$ cat src/logic/lin_gate_pkg.sv
// Constants, register map and types shared by the receive gate design.
package lin_gate_pkg;
   // ****************************************************************
   // Register offsets (byte addresses).
   // ****************************************************************
   localparam logic [11:0] GCR1_OFS = 12'h000;
   localparam logic [11:0] STAT_OFS = 12'h004;
   localparam logic [11:0] MASK_OFS = 12'h008;
   localparam logic [11:0] RXDATA_OFS = 12'h00c;
   // ****************************************************************
   // Field positions and reset values.
   // ****************************************************************
   localparam int RECEIVE_TRANSFER_ENABLE_BIT = 24;
   localparam int RUN_ON_SUSPEND_BIT = 17;
   localparam int LOOP_BIT = 16;
   localparam int HALT_BIT = 13;
   localparam int LINMODE_BIT = 6;
   localparam int ST_RXRDY = 0;
   localparam int ST_RXERR = 1;
   localparam int ST_STOP = 2;
   localparam int STAT_W = 3;
   localparam logic [STAT_W-1:0] STAT_RESET = 3'h0;
   localparam logic [STAT_W-1:0] MASK_RESET = 3'h0;
   localparam logic [7:0] RXDATA_RESET = 8'h00;
   localparam logic [31:0] PRDATA_RESET = 32'h0000_0000;
   // ****************************************************************
   // Timing: clock cycles per serial bit.
   // ****************************************************************
   localparam int DEF_BIT_CYCLES = 16;
   typedef enum logic [1:0] {
      RX_IDLE = 2'b00,
      RX_START = 2'b01,
      RX_DATA = 2'b10,
      RX_STOP = 2'b11
   } rx_state_t;
endpackage

$ cat src/logic/receive_shifter.sv
// Serial receive shift register that assembles one 8N1 character.
`timescale 1ns/1ns
module receive_shifter
   import lin_gate_pkg::*;
#(
   parameter int BIT_CYCLES = DEF_BIT_CYCLES
)
(
   input wire logic clk_in,
   input wire logic rst_b_in,
   input wire logic serial_in,
   input wire logic freeze_in,
   output logic busy_out,
   output logic done_out,
   output logic [7:0] data_out,
   output logic frame_err_out
);
   if (BIT_CYCLES < 4 || BIT_CYCLES > 65535)
   begin : g_bit_cycles_check
      $error("BIT_CYCLES out of range");
   end
   localparam logic [15:0] BIT_LAST = 16'(BIT_CYCLES - 1);
   localparam logic [15:0] HALF_LAST = 16'(BIT_CYCLES / 2 - 1);
   rx_state_t state_reg, state_next;
   logic [15:0] cnt_reg, cnt_next;
   logic [2:0] bits_reg, bits_next;
   logic [7:0] shift_reg, shift_next, data_reg, data_next;
   logic done_reg, done_next, err_reg, err_next;
   // ****************************************************************
   // Bit sampling; a frozen shifter holds every register except the done pulse, which clears.
   // ****************************************************************
   always_comb
   begin
      state_next = state_reg;
      cnt_next = cnt_reg;
      bits_next = bits_reg;
      shift_next = shift_reg;
      data_next = data_reg;
      err_next = err_reg;
      done_next = 1'b0;
      if (!freeze_in)
      begin
         if (state_reg != RX_IDLE && cnt_reg != 16'h0000)
            cnt_next = cnt_reg - 16'h0001;
         else
         begin
            unique case (state_reg)
               RX_IDLE:
               begin
                  if (!serial_in)
                  begin
                     state_next = RX_START;
                     cnt_next = HALF_LAST;
                  end
               end
               RX_START:
               begin
                  state_next = serial_in ? RX_IDLE : RX_DATA;
                  cnt_next = BIT_LAST;
                  bits_next = 3'h0;
               end
               RX_DATA:
               begin
                  shift_next = {serial_in, shift_reg[7:1]};
                  cnt_next = BIT_LAST;
                  bits_next = bits_reg + 3'h1;
                  if (bits_reg == 3'h7)
                     state_next = RX_STOP;
               end
               RX_STOP:
               begin
                  state_next = RX_IDLE;
                  done_next = 1'b1;
                  data_next = shift_reg;
                  err_next = !serial_in;
               end
            endcase
         end
      end
   end
   always_ff @(posedge clk_in)
   begin
      if (!rst_b_in)
      begin
         state_reg <= RX_IDLE;
         cnt_reg <= 16'h0000;
         bits_reg <= 3'h0;
         shift_reg <= 8'h00;
         data_reg <= 8'h00;
         done_reg <= 1'b0;
         err_reg <= 1'b0;
      end
      else
      begin
         state_reg <= state_next;
         cnt_reg <= cnt_next;
         bits_reg <= bits_next;
         shift_reg <= shift_next;
         data_reg <= data_next;
         done_reg <= done_next;
         err_reg <= err_next;
      end
   end
   assign busy_out = (state_reg != RX_IDLE);
   assign done_out = done_reg;
   assign data_out = data_reg;
   assign frame_err_out = err_reg;
endmodule

$ cat src/logic/lin_sci_rx_gate_loop_debug_ctrl.sv
// Receive gating, loopback, debug suspend and long-frame stop control.
`timescale 1ns/1ns
module lin_sci_rx_gate_loop_debug_ctrl
   import lin_gate_pkg::*;
#(
   parameter int BIT_CYCLES = DEF_BIT_CYCLES
)
(
   input wire logic SYS_CLK_IN,
   input wire logic RST_B_IN,
   input wire logic PSEL_IN,
   input wire logic PENABLE_IN,
   input wire logic PWRITE_IN,
   input wire logic [11:0] PADDR_IN,
   input wire logic [31:0] PWDATA_IN,
   output logic [31:0] PRDATA_OUT,
   output logic PREADY_OUT,
   output logic PSLVERR_OUT,
   input wire logic SERIAL_IN_PIN_IN,
   output logic SERIAL_IN_PIN_OE_OUT,
   output logic SERIAL_OUT_PIN_OUT,
   input wire logic TX_SERIAL_IN,
   input wire logic TX_BUSY_IN,
   input wire logic TX_FRAME_DONE_IN,
   input wire logic LONG_FRAME_START_IN,
   input wire logic DEBUG_SUSPEND_IN,
   output logic FREEZE_OUT,
   output logic RX_BUF_WRITE_OUT,
   output logic [7:0] RX_BUF_DATA_OUT,
   output logic LONG_FRAME_ACTIVE_OUT,
   output logic IRQ_OUT
);
   logic pin_meta_reg, pin_sync_reg;
   logic rx_line, rx_busy, rx_done, rx_err, freeze;
   logic [7:0] rx_data;
   logic setup_rd, acc_wr, hit, wr_gcr1, wr_stat, wr_mask, xfer, frame_end;
   logic receive_transfer_enable_reg, receive_transfer_enable_next, run_on_suspend_reg, run_on_suspend_next, loop_reg, loop_next;
   logic lin_reg, lin_next, halt_reg, halt_next, long_reg, long_next;
   logic [STAT_W-1:0] stat_reg, stat_next, mask_reg, mask_next, stat_set, irq_gate;
   logic [7:0] rxdata_reg, rxdata_next;
   logic bufwr_reg, bufwr_next;
   logic [31:0] gcr1_rd, prdata_reg, prdata_next;

   // ****************************************************************
   // Pin synchroniser and loopback routing.
   // ****************************************************************
   always_ff @(posedge SYS_CLK_IN)
   begin
      if (!RST_B_IN)
      begin
         pin_meta_reg <= 1'b1;
         pin_sync_reg <= 1'b1;
      end
      else
      begin
         pin_meta_reg <= SERIAL_IN_PIN_IN;
         pin_sync_reg <= pin_meta_reg;
      end
   end
   assign rx_line = loop_reg ? TX_SERIAL_IN : pin_sync_reg;
   assign SERIAL_OUT_PIN_OUT = loop_reg ? 1'b1 : TX_SERIAL_IN;
   assign SERIAL_IN_PIN_OE_OUT = 1'b0;

   // ****************************************************************
   // Debug suspend: freeze at once, or after transfers in progress end.
   // ****************************************************************
   assign freeze = DEBUG_SUSPEND_IN && (!run_on_suspend_reg || (!rx_busy && !TX_BUSY_IN));
   assign FREEZE_OUT = freeze;

   receive_shifter #(
      .BIT_CYCLES(BIT_CYCLES)
   ) u_shifter (
      .clk_in(SYS_CLK_IN),
      .rst_b_in(RST_B_IN),
      .serial_in(rx_line),
      .freeze_in(freeze),
      .busy_out(rx_busy),
      .done_out(rx_done),
      .data_out(rx_data),
      .frame_err_out(rx_err)
   );

   // ****************************************************************
   // APB decode; zero wait states, unmapped addresses give an error.
   // ****************************************************************
   assign hit = (PADDR_IN == GCR1_OFS) || (PADDR_IN == STAT_OFS) ||
                (PADDR_IN == MASK_OFS) || (PADDR_IN == RXDATA_OFS);
   assign setup_rd = PSEL_IN && !PENABLE_IN && !PWRITE_IN;
   assign acc_wr = PSEL_IN && PENABLE_IN && PWRITE_IN;
   assign wr_gcr1 = acc_wr && (PADDR_IN == GCR1_OFS);
   assign wr_stat = acc_wr && (PADDR_IN == STAT_OFS);
   assign wr_mask = acc_wr && (PADDR_IN == MASK_OFS);
   assign PREADY_OUT = 1'b1;
   assign PSLVERR_OUT = PSEL_IN && PENABLE_IN && !hit;

   // ****************************************************************
   // Control register and long-frame tracking.
   // ****************************************************************
   assign frame_end = rx_done || TX_FRAME_DONE_IN;
   always_comb
   begin
      receive_transfer_enable_next = receive_transfer_enable_reg;
      run_on_suspend_next = run_on_suspend_reg;
      loop_next = loop_reg;
      lin_next = lin_reg;
      halt_next = halt_reg;
      long_next = long_reg;
      if (wr_gcr1)
      begin
         receive_transfer_enable_next = PWDATA_IN[RECEIVE_TRANSFER_ENABLE_BIT];
         run_on_suspend_next = PWDATA_IN[RUN_ON_SUSPEND_BIT];
         loop_next = PWDATA_IN[LOOP_BIT];
         lin_next = PWDATA_IN[LINMODE_BIT];
         if (PWDATA_IN[HALT_BIT] && lin_reg && long_reg)
            halt_next = 1'b1;
      end
      if (LONG_FRAME_START_IN && lin_reg)
         long_next = 1'b1;
      if (halt_reg && lin_reg && frame_end)
      begin
         long_next = 1'b0;
         halt_next = 1'b0;
      end
   end
   always_ff @(posedge SYS_CLK_IN)
   begin
      if (!RST_B_IN)
      begin
         receive_transfer_enable_reg <= 1'b0;
         run_on_suspend_reg <= 1'b0;
         loop_reg <= 1'b0;
         lin_reg <= 1'b0;
         halt_reg <= 1'b0;
         long_reg <= 1'b0;
      end
      else
      begin
         receive_transfer_enable_reg <= receive_transfer_enable_next;
         run_on_suspend_reg <= run_on_suspend_next;
         loop_reg <= loop_next;
         lin_reg <= lin_next;
         halt_reg <= halt_next;
         long_reg <= long_next;
      end
   end
   assign LONG_FRAME_ACTIVE_OUT = long_reg;

   // ****************************************************************
   // Receive transfer, sticky status, mask and interrupt.
   // ****************************************************************
   assign xfer = rx_done && receive_transfer_enable_reg;
   always_comb
   begin
      stat_set = '0;
      stat_set[ST_RXRDY] = xfer;
      stat_set[ST_RXERR] = xfer && rx_err;
      stat_set[ST_STOP] = halt_reg && lin_reg && frame_end;
      stat_next = stat_reg;
      if (wr_stat)
         stat_next = stat_reg & ~PWDATA_IN[STAT_W-1:0];
      stat_next = stat_next | stat_set;
      mask_next = wr_mask ? PWDATA_IN[STAT_W-1:0] : mask_reg;
      rxdata_next = xfer ? rx_data : rxdata_reg;
      bufwr_next = xfer;
   end
   always_ff @(posedge SYS_CLK_IN)
   begin
      if (!RST_B_IN)
      begin
         stat_reg <= STAT_RESET;
         mask_reg <= MASK_RESET;
         rxdata_reg <= RXDATA_RESET;
         bufwr_reg <= 1'b0;
      end
      else
      begin
         stat_reg <= stat_next;
         mask_reg <= mask_next;
         rxdata_reg <= rxdata_next;
         bufwr_reg <= bufwr_next;
      end
   end
   always_comb
   begin
      irq_gate = '1;
      irq_gate[ST_RXRDY] = receive_transfer_enable_reg;
      irq_gate[ST_RXERR] = receive_transfer_enable_reg;
   end
   assign IRQ_OUT = |(stat_reg & mask_reg & irq_gate);
   assign RX_BUF_WRITE_OUT = bufwr_reg;
   assign RX_BUF_DATA_OUT = rxdata_reg;

   // ****************************************************************
   // Read data, registered in the setup cycle.
   // ****************************************************************
   always_comb
   begin
      gcr1_rd = '0;
      gcr1_rd[RECEIVE_TRANSFER_ENABLE_BIT] = receive_transfer_enable_reg;
      gcr1_rd[RUN_ON_SUSPEND_BIT] = run_on_suspend_reg;
      gcr1_rd[LOOP_BIT] = loop_reg;
      gcr1_rd[HALT_BIT] = halt_reg;
      gcr1_rd[LINMODE_BIT] = lin_reg;
      prdata_next = prdata_reg;
      if (setup_rd)
      begin
         unique case (PADDR_IN)
            GCR1_OFS: prdata_next = gcr1_rd;
            STAT_OFS: prdata_next = {{(32-STAT_W){1'b0}}, stat_reg};
            MASK_OFS: prdata_next = {{(32-STAT_W){1'b0}}, mask_reg};
            RXDATA_OFS: prdata_next = {24'h000000, rxdata_reg};
            default: prdata_next = PRDATA_RESET;
         endcase
      end
   end
   always_ff @(posedge SYS_CLK_IN)
   begin
      if (!RST_B_IN)
         prdata_reg <= PRDATA_RESET;
      else
         prdata_reg <= prdata_next;
   end
   assign PRDATA_OUT = prdata_reg;
endmodule

$ cat config.mk
export PLATFORM = sky130hd
export DESIGN_NAME = lin_sci_rx_gate_loop_debug_ctrl
export DESIGN_NICKNAME = d
export VERILOG_FILES = /design/src/logic/lin_gate_pkg.sv /design/src/logic/receive_shifter.sv /design/src/logic/lin_sci_rx_gate_loop_debug_ctrl.sv
export SDC_FILE = /design/constraint.sdc
export NUM_CORES = 1
export LEC_CHECK = 0
export ABC_AREA = 0
export BUFFER_PORTS_ARGS = -buffer_cell sky130_fd_sc_hd__buf_2
export CAP_MARGIN = 30
export CELL_PAD_IN_SITES_DETAIL_PLACEMENT = 1
export CELL_PAD_IN_SITES_GLOBAL_PLACEMENT = 1
export CORE_UTILIZATION = 41
export DETAILED_ROUTE_END_ITERATION = 8
export PLACE_DENSITY_LB_ADDON = 0.05
export SYNTH_ARGS = -nofsm -noshare
export SYNTH_HDL_FRONTEND = slang
export SYNTH_HIERARCHICAL = 1
export SYNTH_SLANG_ARGS = --single-unit
export TNS_END_PERCENT = 30
$ cat constraint.sdc
create_clock -name SYS_CLK_IN -period 4.5 [get_ports SYS_CLK_IN]
set_input_delay 0.9 -clock SYS_CLK_IN [delete_from_list [all_inputs] [get_ports SYS_CLK_IN]]
set_output_delay 0.9 -clock SYS_CLK_IN [all_outputs]
set_load 0.1 [all_outputs]
### Word-level counts from Yosys, hierarchy flattened

Index checks and enable logic that the tools add are counted.

* flip-flop bits (word level): 94
* input port bits: 55
* output and inout bits: 48

* $add $sub $neg: 2
* eq/ne operators: 10
* multiplexer cells: 13
* bitwise logic cells: 8
* reductions and logical operators: 46

Operators with widths (number)
* $pmux W25 S4: 1
* $mux W16: 2
* $pmux W16 S2: 1
* $eq A12 B4 Y1 const B: 2
* $logic_and A1 B1 Y1: 18
* $reduce_bool A16 Y1: 1
* $sub A16 B1 Y16 const B: 1
* $eq A12 B3 Y1 const B: 1
* $logic_not A12 Y1: 1
* $reduce_and A3 Y1: 4
* $and A3 B3 Y3: 3
* $pmux W2 S4: 1
* $logic_not A1 Y1: 7
* $mux W2: 3
* $pmux W3 S2: 1
* $reduce_or A3 Y1: 2
* $logic_or A1 B1 Y1: 5
* $eq A2 B2 Y1 const B: 2
* $reduce_and A4 Y1: 1
* $reduce_bool A2 Y1: 2
* $reduce_or A2 Y1: 2
* $add A3 B1 Y3 const B: 1
* $eq A3 B3 Y1 const B: 1
* $mux W1: 3
* 11 further kinds: 13

### Depth between registers and ports, before layout

Gate-level depths: netlist (run 1).

* depth in word-level cells: 7
* depth in mapped cells: 11
* gate-level depth less buffers: 10

### Cells and area by module

Netlist (run 1), hierarchy kept.

By module, submodules not included
* receive_shifter: times used 1, cells each 206, area each 1833.0 um^2, seq. area each 780.7 um^2
* lin_sci_rx_gate_loop_debug_ctrl: times used 1, cells each 208, area each 1722.9 um^2, seq. area each 700.7 um^2

### Worst setup path before layout (run 1)

OpenSTA, ideal clock, no wires.

* path type: input to output
* start point: in PADDR_IN[7]
* end point: out PSLVERR_OUT
* arrival: 2.656 ns
* path slack: 0.944 ns
* cell stages on the path: 4
* path buffers: 1
* path through: or2_2 clkbuf_1 nor3_4 nor2_1

* word-level cells in the longest chain between the ends: 6
* elaborated cells on any way between the ends: 9
* classes of those cells: eq/ne: 3; reduce/logical: 6

Ends and longest elaborated chain
* start: declaration: RTL line lin_sci_rx_gate_loop_debug_ctrl.sv:14 `input wire logic [11:0] PADDR_IN,`
* $eq A12 B3 Y1 / $logic_not A12 Y1 (equally long branches): RTL line lin_sci_rx_gate_loop_debug_ctrl.sv:86 `assign hit = (PADDR_IN == GCR1_OFS) || (PADDR_IN == STAT_OFS) ||`
* $logic_or A1 B1 Y1 (2 in series): RTL line lin_sci_rx_gate_loop_debug_ctrl.sv:86
* $logic_or A1 B1 Y1 *: RTL line lin_sci_rx_gate_loop_debug_ctrl.sv:87 `(PADDR_IN == MASK_OFS) || (PADDR_IN == RXDATA_OFS);`
* $logic_not A1 Y1 *: RTL line lin_sci_rx_gate_loop_debug_ctrl.sv:94 `assign PSLVERR_OUT = PSEL_IN && PENABLE_IN && !hit;`
* $logic_and A1 B1 Y1 *: RTL line lin_sci_rx_gate_loop_debug_ctrl.sv:94
* end: declaration: RTL line lin_sci_rx_gate_loop_debug_ctrl.sv:18 `output logic PSLVERR_OUT,`

Mark *: on every way between the ends. The rest lies on a longest branch, timed or not.

### Final worst setup path (run 1)

* start point: in PADDR_IN[1]
* end point: out PSLVERR_OUT

Same word-level chain as after synthesis.

==> results of run 1 <==
[synthesized netlist by cell type (8+ instances only)]
| cell type | n |
|---|---|
| inv_1 | 9 |
| buf_4 | 24 |
| ha_1 | 8 |
| clkbuf_1 | 13 |
| a21oi_1 | 21 |
| nand3_1 | 32 |
| nor2_1 | 22 |
| xor2_1 | 8 |
| nand2_1 | 62 |
| dfxtp_1 | 74 |
| mux2i_1 | 15 |
| o21ai_0 | 24 |
[worst max-delay path, cell delays in order]
cell    delay [ns]
buf_2         0.09
or4_1         0.69
nor3_4        0.35
nor2_1        0.09
buf_2         0.30
[power by group through the flow]
stage | registers [mW] | clock network [mW] | logic [mW]
detailed placement | 0.695 | 0 | 0.232
floorplan | 0.692 | 0 | 0.207
global placement | 0.694 | 0 | 0.227
CTS | 0.680 | 0.493 | 0.233
global route | 0.682 | 0.522 | 0.249
finish | 0.680 | 0.477 | 0.231
[area by class of cell]
type	instances	area, um^2
Multi-Input combinational cell	310	1860
Inverter	9	33.8
Fill cell	1032	4320
Tap cell	105	131
Sequential cell	74	1480
Clock buffer	9	124
Clock inverter	7	58.8
Timing Repair Buffer	57	288
[stage by stage]
step	util, %	power [mW]	instance area [um^2]	instances	worst slack [ns]
CTS	47.9	1.41	3980	571	1.18
floorplan	-	0.899	3630	434	0.944
global placement	45.7	0.922	3800	555	1.20
finish	47.9	1.39	3980	571	1.18
global route	47.9	1.45	3980	571	1.09
detailed placement	45.7	0.927	3800	555	1.19
[path summary, 6_finish.rpt]
kind,to,slack [ns],cells after the start
max,PSLVERR_OUT,1.18,5
min,pin_sync_reg,0.43,1
max reg2reg,u_shifter/cnt_reg[9],1.42,9
min reg2reg,pin_sync_reg,0.43,1
[metal layers]
| layer | global-route usage (%) | wire length, um |
|---|---|---|
| met5 | 0 | 0 |
| met4 | 6.44 | 70 |
| met3 | 3.59 | 353 |
| met2 | 30.7 | 3800 |
| met1 | 27.0 | 4200 |
[layout by cell type (no fill, tap or decap), types with 3 or more instances in the layout]
cell type / n
dfxtp_1: 74
nand2_1: 62
buf_2: 56
nand3_1: 32
o21ai_0: 24
nor2_1: 22
conb_1: 22
a21oi_1: 21
mux2i_1: 15
inv_1: 9
clkbuf_8: 9
xor2_1: 8
ha_1: 8
and2_1: 7
o31ai_1: 7
or4_1: 5
and3_1: 5
nor3_1: 5
mux2_2: 4
nor2b_1: 4
nand2b_1: 4
o21ai_1: 4
nor4_1: 4
or2_2: 3
or4_4: 3
a31oi_1: 3
inv_6: 3
[cells by family (layout without fill, tap and decap cells)]
kind of cell / count (synthesis) / in the layout
compound gates: 79 / 79
xor+xnor: 8 / 8
fa+ha+maj: 8 / 8
buf+inv: 50 / 82
flops: 74 / 74
mux: 19 / 19
other cells: 2 / 22
simple gates: 174 / 174
==> results.md, run 1 <==
- Post-synth top area share: a little over two fifths
- Sequential share of power: between 40% and 50%
- Post-synthesis simple-gate area fraction: between 20% and 30%
- Hold_buf cts: 0
- Net Sw Frac: 33.1%
- Crit start category: primary input
- Synth Area in Adders: under 10%
- Number of synthesized flops with an enable pin: 0
- Vias: about 3,000
- Diode count: 0
- Mapped Cells: approximately 410
- Post-synth top flop: dfxtp_1
- First-pass GRT wire length: around 14 mm
- Max Clk Rate: 301 MHz
- Final HPWL DP: 6.32 mm
- Maximum VDD drop: around 0.21 mV
- Die Y: approximately 95 um
- CP Class: primary input to output port
- Compound-Gate Fraction of Synth Area: 14.0%
- Minimum clock period: around 3.3 ns
- Clock Latency Late Sink: 0.34 ns
- Sinks on the clock net: between 70 and 80
- Vias in the first global route: just under 3,000
- Clock power share: 34.3%
- Sequential element share of the synthesized area: a little over two fifths
- Clock-pin slew on the worst setup and hold paths: about 0.090 ns
- Combinational share of power: around 17%
- Final Slew Violations: 0
- CTS Buffer Depth: 2
- CP required: 3.60 ns
- Htree depth: 3
- Share of cells above drive strength 1: between 20 and 25%
- Drt first pass iters: 4
- WL final: about 8.4 mm
- Yosys warnings: 6
- CTS Buf Count: 9
- Max Cap Viol: 0
- Post-Synth XOR/XNOR Area: under 10%
- Initial Util: between 40% and 50%
- CP Data Arrival Time: between 2 and 2.5 ns
- DRC: 0
- Slew @ Worst Pin: 0.929 ns
- Post-synthesis mux area share: under 10%
- Asr flop ratio synth: 0%
- Worst Path Max Fanout: 8
- Relative slew slack: 37.6%
- Total track usage: about a fifth
- Setup crit start: PADDR_IN[1]
- Cell Pwr Density: 349 mW/mm^2
- Count of nets after finishing: ~520
- Post-Syn Area per Cell: approximately 8.6 um^2
- Layout Skew: between 0.01 and 0.015 ns
- Boundary Pins: 103
- Die W: approximately 95 um
- Starting DRT DRC Count: a little under 80
- CTS tree: built
- Die area: slightly above 0.009 mm^2
- Largest family of logic cells by synthesized area: simple AND/OR/NAND/NOR gates
- Vias per std cell: 5.21
- Largest register FFs: 16
- Outcome: completed
- Final Setup Violations: 0
- Worst Setup End Kind: output port
- Area grow syn2layout: 11.9%
- Setup bufs post-CTS: 0
- RSZ-0062 raised after global routing: no
- Largest net degree at the start of global routing: 38
- Routability cong.: a little over 0.8
- Library cells used by synthesis: 57
- CTS resizes: 0
- ANT nets after route: 0
- Final worst path period share: around 74%
- Worst hold start: pin_meta_reg
- Synth Cell Area: ~0.0036 mm^2
- Setup TNS: 0 ns
- Final hold vios: 0
- Root Driver: clkbuf_8
- Initial antenna violation count: 0
- Core area: approximately 0.0083 mm^2
- Psw: roughly 460 uW
- Leakage: 1.64 nW
- Avg WL per Cell: 14.8 um
- Flops & latches, synth: 74
- Area leader, netlist: dfxtp_1
- P_int: about 930 uW
- Hold Path Class: register to register
- Top cells by area, synth: dfxtp_1, nand2_1, buf_4
- WHS: around 0.43 ns
- Cell Rows: 33
- Number of port buffers: between 50 and 60
- Gr ovfl total: 0
- Reg-to-Reg Start: u_shifter/state_reg[0]
No activity file was read; power rests on OpenSTA's default activity.
==> run 2: changes to the inputs <==
--- a/config.mk
+++ b/config.mk
@@ -10,7 +10,7 @@
 export CAP_MARGIN = 30
 export CELL_PAD_IN_SITES_DETAIL_PLACEMENT = 1
 export CELL_PAD_IN_SITES_GLOBAL_PLACEMENT = 1
-export CORE_UTILIZATION = 41
+export CORE_UTILIZATION = 38
 export DETAILED_ROUTE_END_ITERATION = 8
 export PLACE_DENSITY_LB_ADDON = 0.05
 export SYNTH_ARGS = -nofsm -noshare
==> constraint.sdc (replaced) <==
create_clock -name SYS_CLK_IN -period 3.18 [get_ports SYS_CLK_IN]
set_input_delay 0.636 -clock SYS_CLK_IN [delete_from_list [all_inputs] [get_ports SYS_CLK_IN]]
set_output_delay 0.636 -clock SYS_CLK_IN [all_outputs]
set_load 0.1 [all_outputs]
==> results.md, run 2 (synthesized netlist as in run 1, its figures left out) <==
- Outcome: completed (unchanged)
- Sinks on the clock net: 74 (unchanged)
- CP Class: register to output port (was primary input to output port)
- Drt first pass iters: 4 (unchanged)
- Worst Path Max Fanout: 8 (unchanged)
- Cell Pwr Density: 522 mW/mm^2 (was 349 mW/mm^2)
- Final WS setup: 0.292 ns (was 1.18 ns)
- Initial antenna violation count: 0 (unchanged)
- Final Util: 45.6% (was 47.9%)
- Vias per std cell: 5.19 (was 5.21)
- Leakage: 1.68 nW (was 1.64 nW)
- Share of cells above drive strength 1: 21.1% (was 20.4%)
- Htree depth: 3 (unchanged)
- Area taken by multi-input logic gates: 0.00186 mm^2 (unchanged)
- Layout Skew: 0.0121 ns (was 0.0123 ns)
- Worst Setup End Kind: output port (unchanged)
- Core area: 0.00889 mm^2 (was 0.00830 mm^2)
- Routability cong.: 0.795 (was 0.825)
- Diode count: 0 (unchanged)
- Gr ovfl total: 0 (unchanged)
- Vias: 2,998 (was 2,975)
- Root Driver: clkbuf_8 (unchanged)
- CTS resizes: 0 (unchanged)
- Hold_buf cts: 0 (unchanged)
- Initial Util: 40.0% (was 42.8%)
- Final worst path period share: about 91%
- Commonest non-fill, non-tap cells in the layout: dfxtp_1, nand2_1, buf_2 (unchanged)
- Die W: 98.7 um (was 95.1 um)
- Finished Cell Area: 0.00406 mm^2 (was 0.00398 mm^2)
- Die Y: 98.7 um (was 95.1 um)
- Starting DRT DRC Count: 102 (was 77)
- Clock-pin slew on the worst setup and hold paths: 0.08 ns (was 0.09 ns)
- Area grow syn2layout: 14.1% (was 11.9%)
- Clock Latency Late Sink: 0.34 ns (about the same)
- CP required: 2.54 ns (was 3.60 ns)
- Boundary Pins: 103 (unchanged)
- ANT nets after route: 0 (unchanged)
- First-pass GRT wire length: 14.4 mm (was 13.8 mm)
- Hold Path Class: register to register (unchanged)
- Max Clk Rate: roughly 350 MHz
- Maximum VDD drop: 0.225 mV (was 0.206 mV)
- CTS tree: built (unchanged)
- CTS Buffer Depth: 2 (unchanged)
- Vias in the first global route: 2,953 (was 2,910)
- Largest net degree at the start of global routing: 30 (was 38)
- DRC: 0 (unchanged)
- Max Cap Viol: 0 (unchanged)
- Pre-CTS WS: 0.558 ns (was 1.19 ns)
- Die area: 0.00975 mm^2 (was 0.00905 mm^2)
- Seq. cell area: 0.00148 mm^2 (unchanged)
- Slew @ Worst Pin: 0.634 ns (was 0.929 ns)
- WL final: 8.56 mm (was 8.43 mm)
- Largest register FFs: 16 (unchanged)
- CP Data Arrival Time: 2.25 ns (was 2.42 ns)
- Final HPWL DP: 6.43 mm (was 6.32 mm)
- Post-Place Cell Area: 0.00383 mm^2 (was 0.00380 mm^2)
- Setup bufs post-CTS: 0 (unchanged)
- Total track usage: 18.6% (was 19.6%)
- Avg WL per Cell: 14.8 um (about the same)
- Setup TNS: 0 ns (unchanged)
- Fill cells: 1,117 (was 1,032)
- Number of port buffers: 56 (unchanged)
- Final hold vios: 0 (unchanged)
- Count of nets after finishing: 528 (was 524)
- Relative slew slack: 57.7% (was 37.6%)
- Crit start category: register (was primary input)
- Final Slew Violations: 0 (unchanged)
- Cell Rows: 34 (was 33)
- RSZ-0062 raised after global routing: no (unchanged)
- CTS Buf Count: 9 (unchanged)
- Final Setup Violations: 0 (unchanged)
- Most common cell after layout, fill and taps aside: dfxtp_1 (unchanged)
- Minimum clock period: 2.89 ns
==> run 2: metrics by stage <==
step | hold slack (ns) | std cells | power [mW]
2_1_floorplan | 0.386 | 434 | 1.27
3_3_place_gp | 0.391 | 562 | 1.31
3_5_place_dp | 0.403 | 562 | 1.32
4_1_cts | 0.423 | 578 | 2.14
5_1_grt | 0.481 | 578 | 2.21
6_report | 0.420 | 578 | 2.12
==> run 2: power breakdown <==
part	switching (mW)	total, mW	internal [mW]
Sequential	0.0195	0.962	0.943
Combinational	0.254	0.334	0.0799
Clock	0.356	0.820	0.465
==> run 2: worst max-delay path: stages, from the launching register on <==
cell and delay [ns]:
dfxtp_1 0.36, inv_1 0.12, ha_1 0.36, inv_1 0.10, o21ai_0 0.18, and2_1 0.31, buf_2 0.48
==> run 2: worst paths after layout <==
check / from / end / slack [ns] / cells past startpoint
worst max-delay path: u_shifter/state_reg[0] / FREEZE_OUT / 0.29 / 6
worst min-delay path: pin_meta_reg / pin_sync_reg / 0.42 / 1
worst max register to register: u_shifter/state_reg[0] / u_shifter/cnt_reg[15] / 0.52 / 10
worst min register to register: pin_meta_reg / pin_sync_reg / 0.42 / 1
==> run 2: per-layer routing <==
layer | part of all wire, % | up-vias | GRT usage [%] | wire length (um)
met3 | 3.5 | 9 | 2.70 | 302
met5 | 0 | - | 0 | 0
met4 | 1.3 | 0 | 6.89 | 112
met2 | 44 | 68 | 28.7 | 3800
met1 | 51 | 1414 | 26.3 | 4340
li1 | - | 1507 | - | -
==> run 2: cell type report <==
type | instances | share of cell area, %
multi-input cells | 310 | 45.9
flip-flops and latches | 74 | 36.5
repair buffers | 61 | 7.83
clock buffers | 10 | 3.39
well taps | 108 | 3.33
clock inverters | 6 | 2.19
inverters | 9 | 0.833
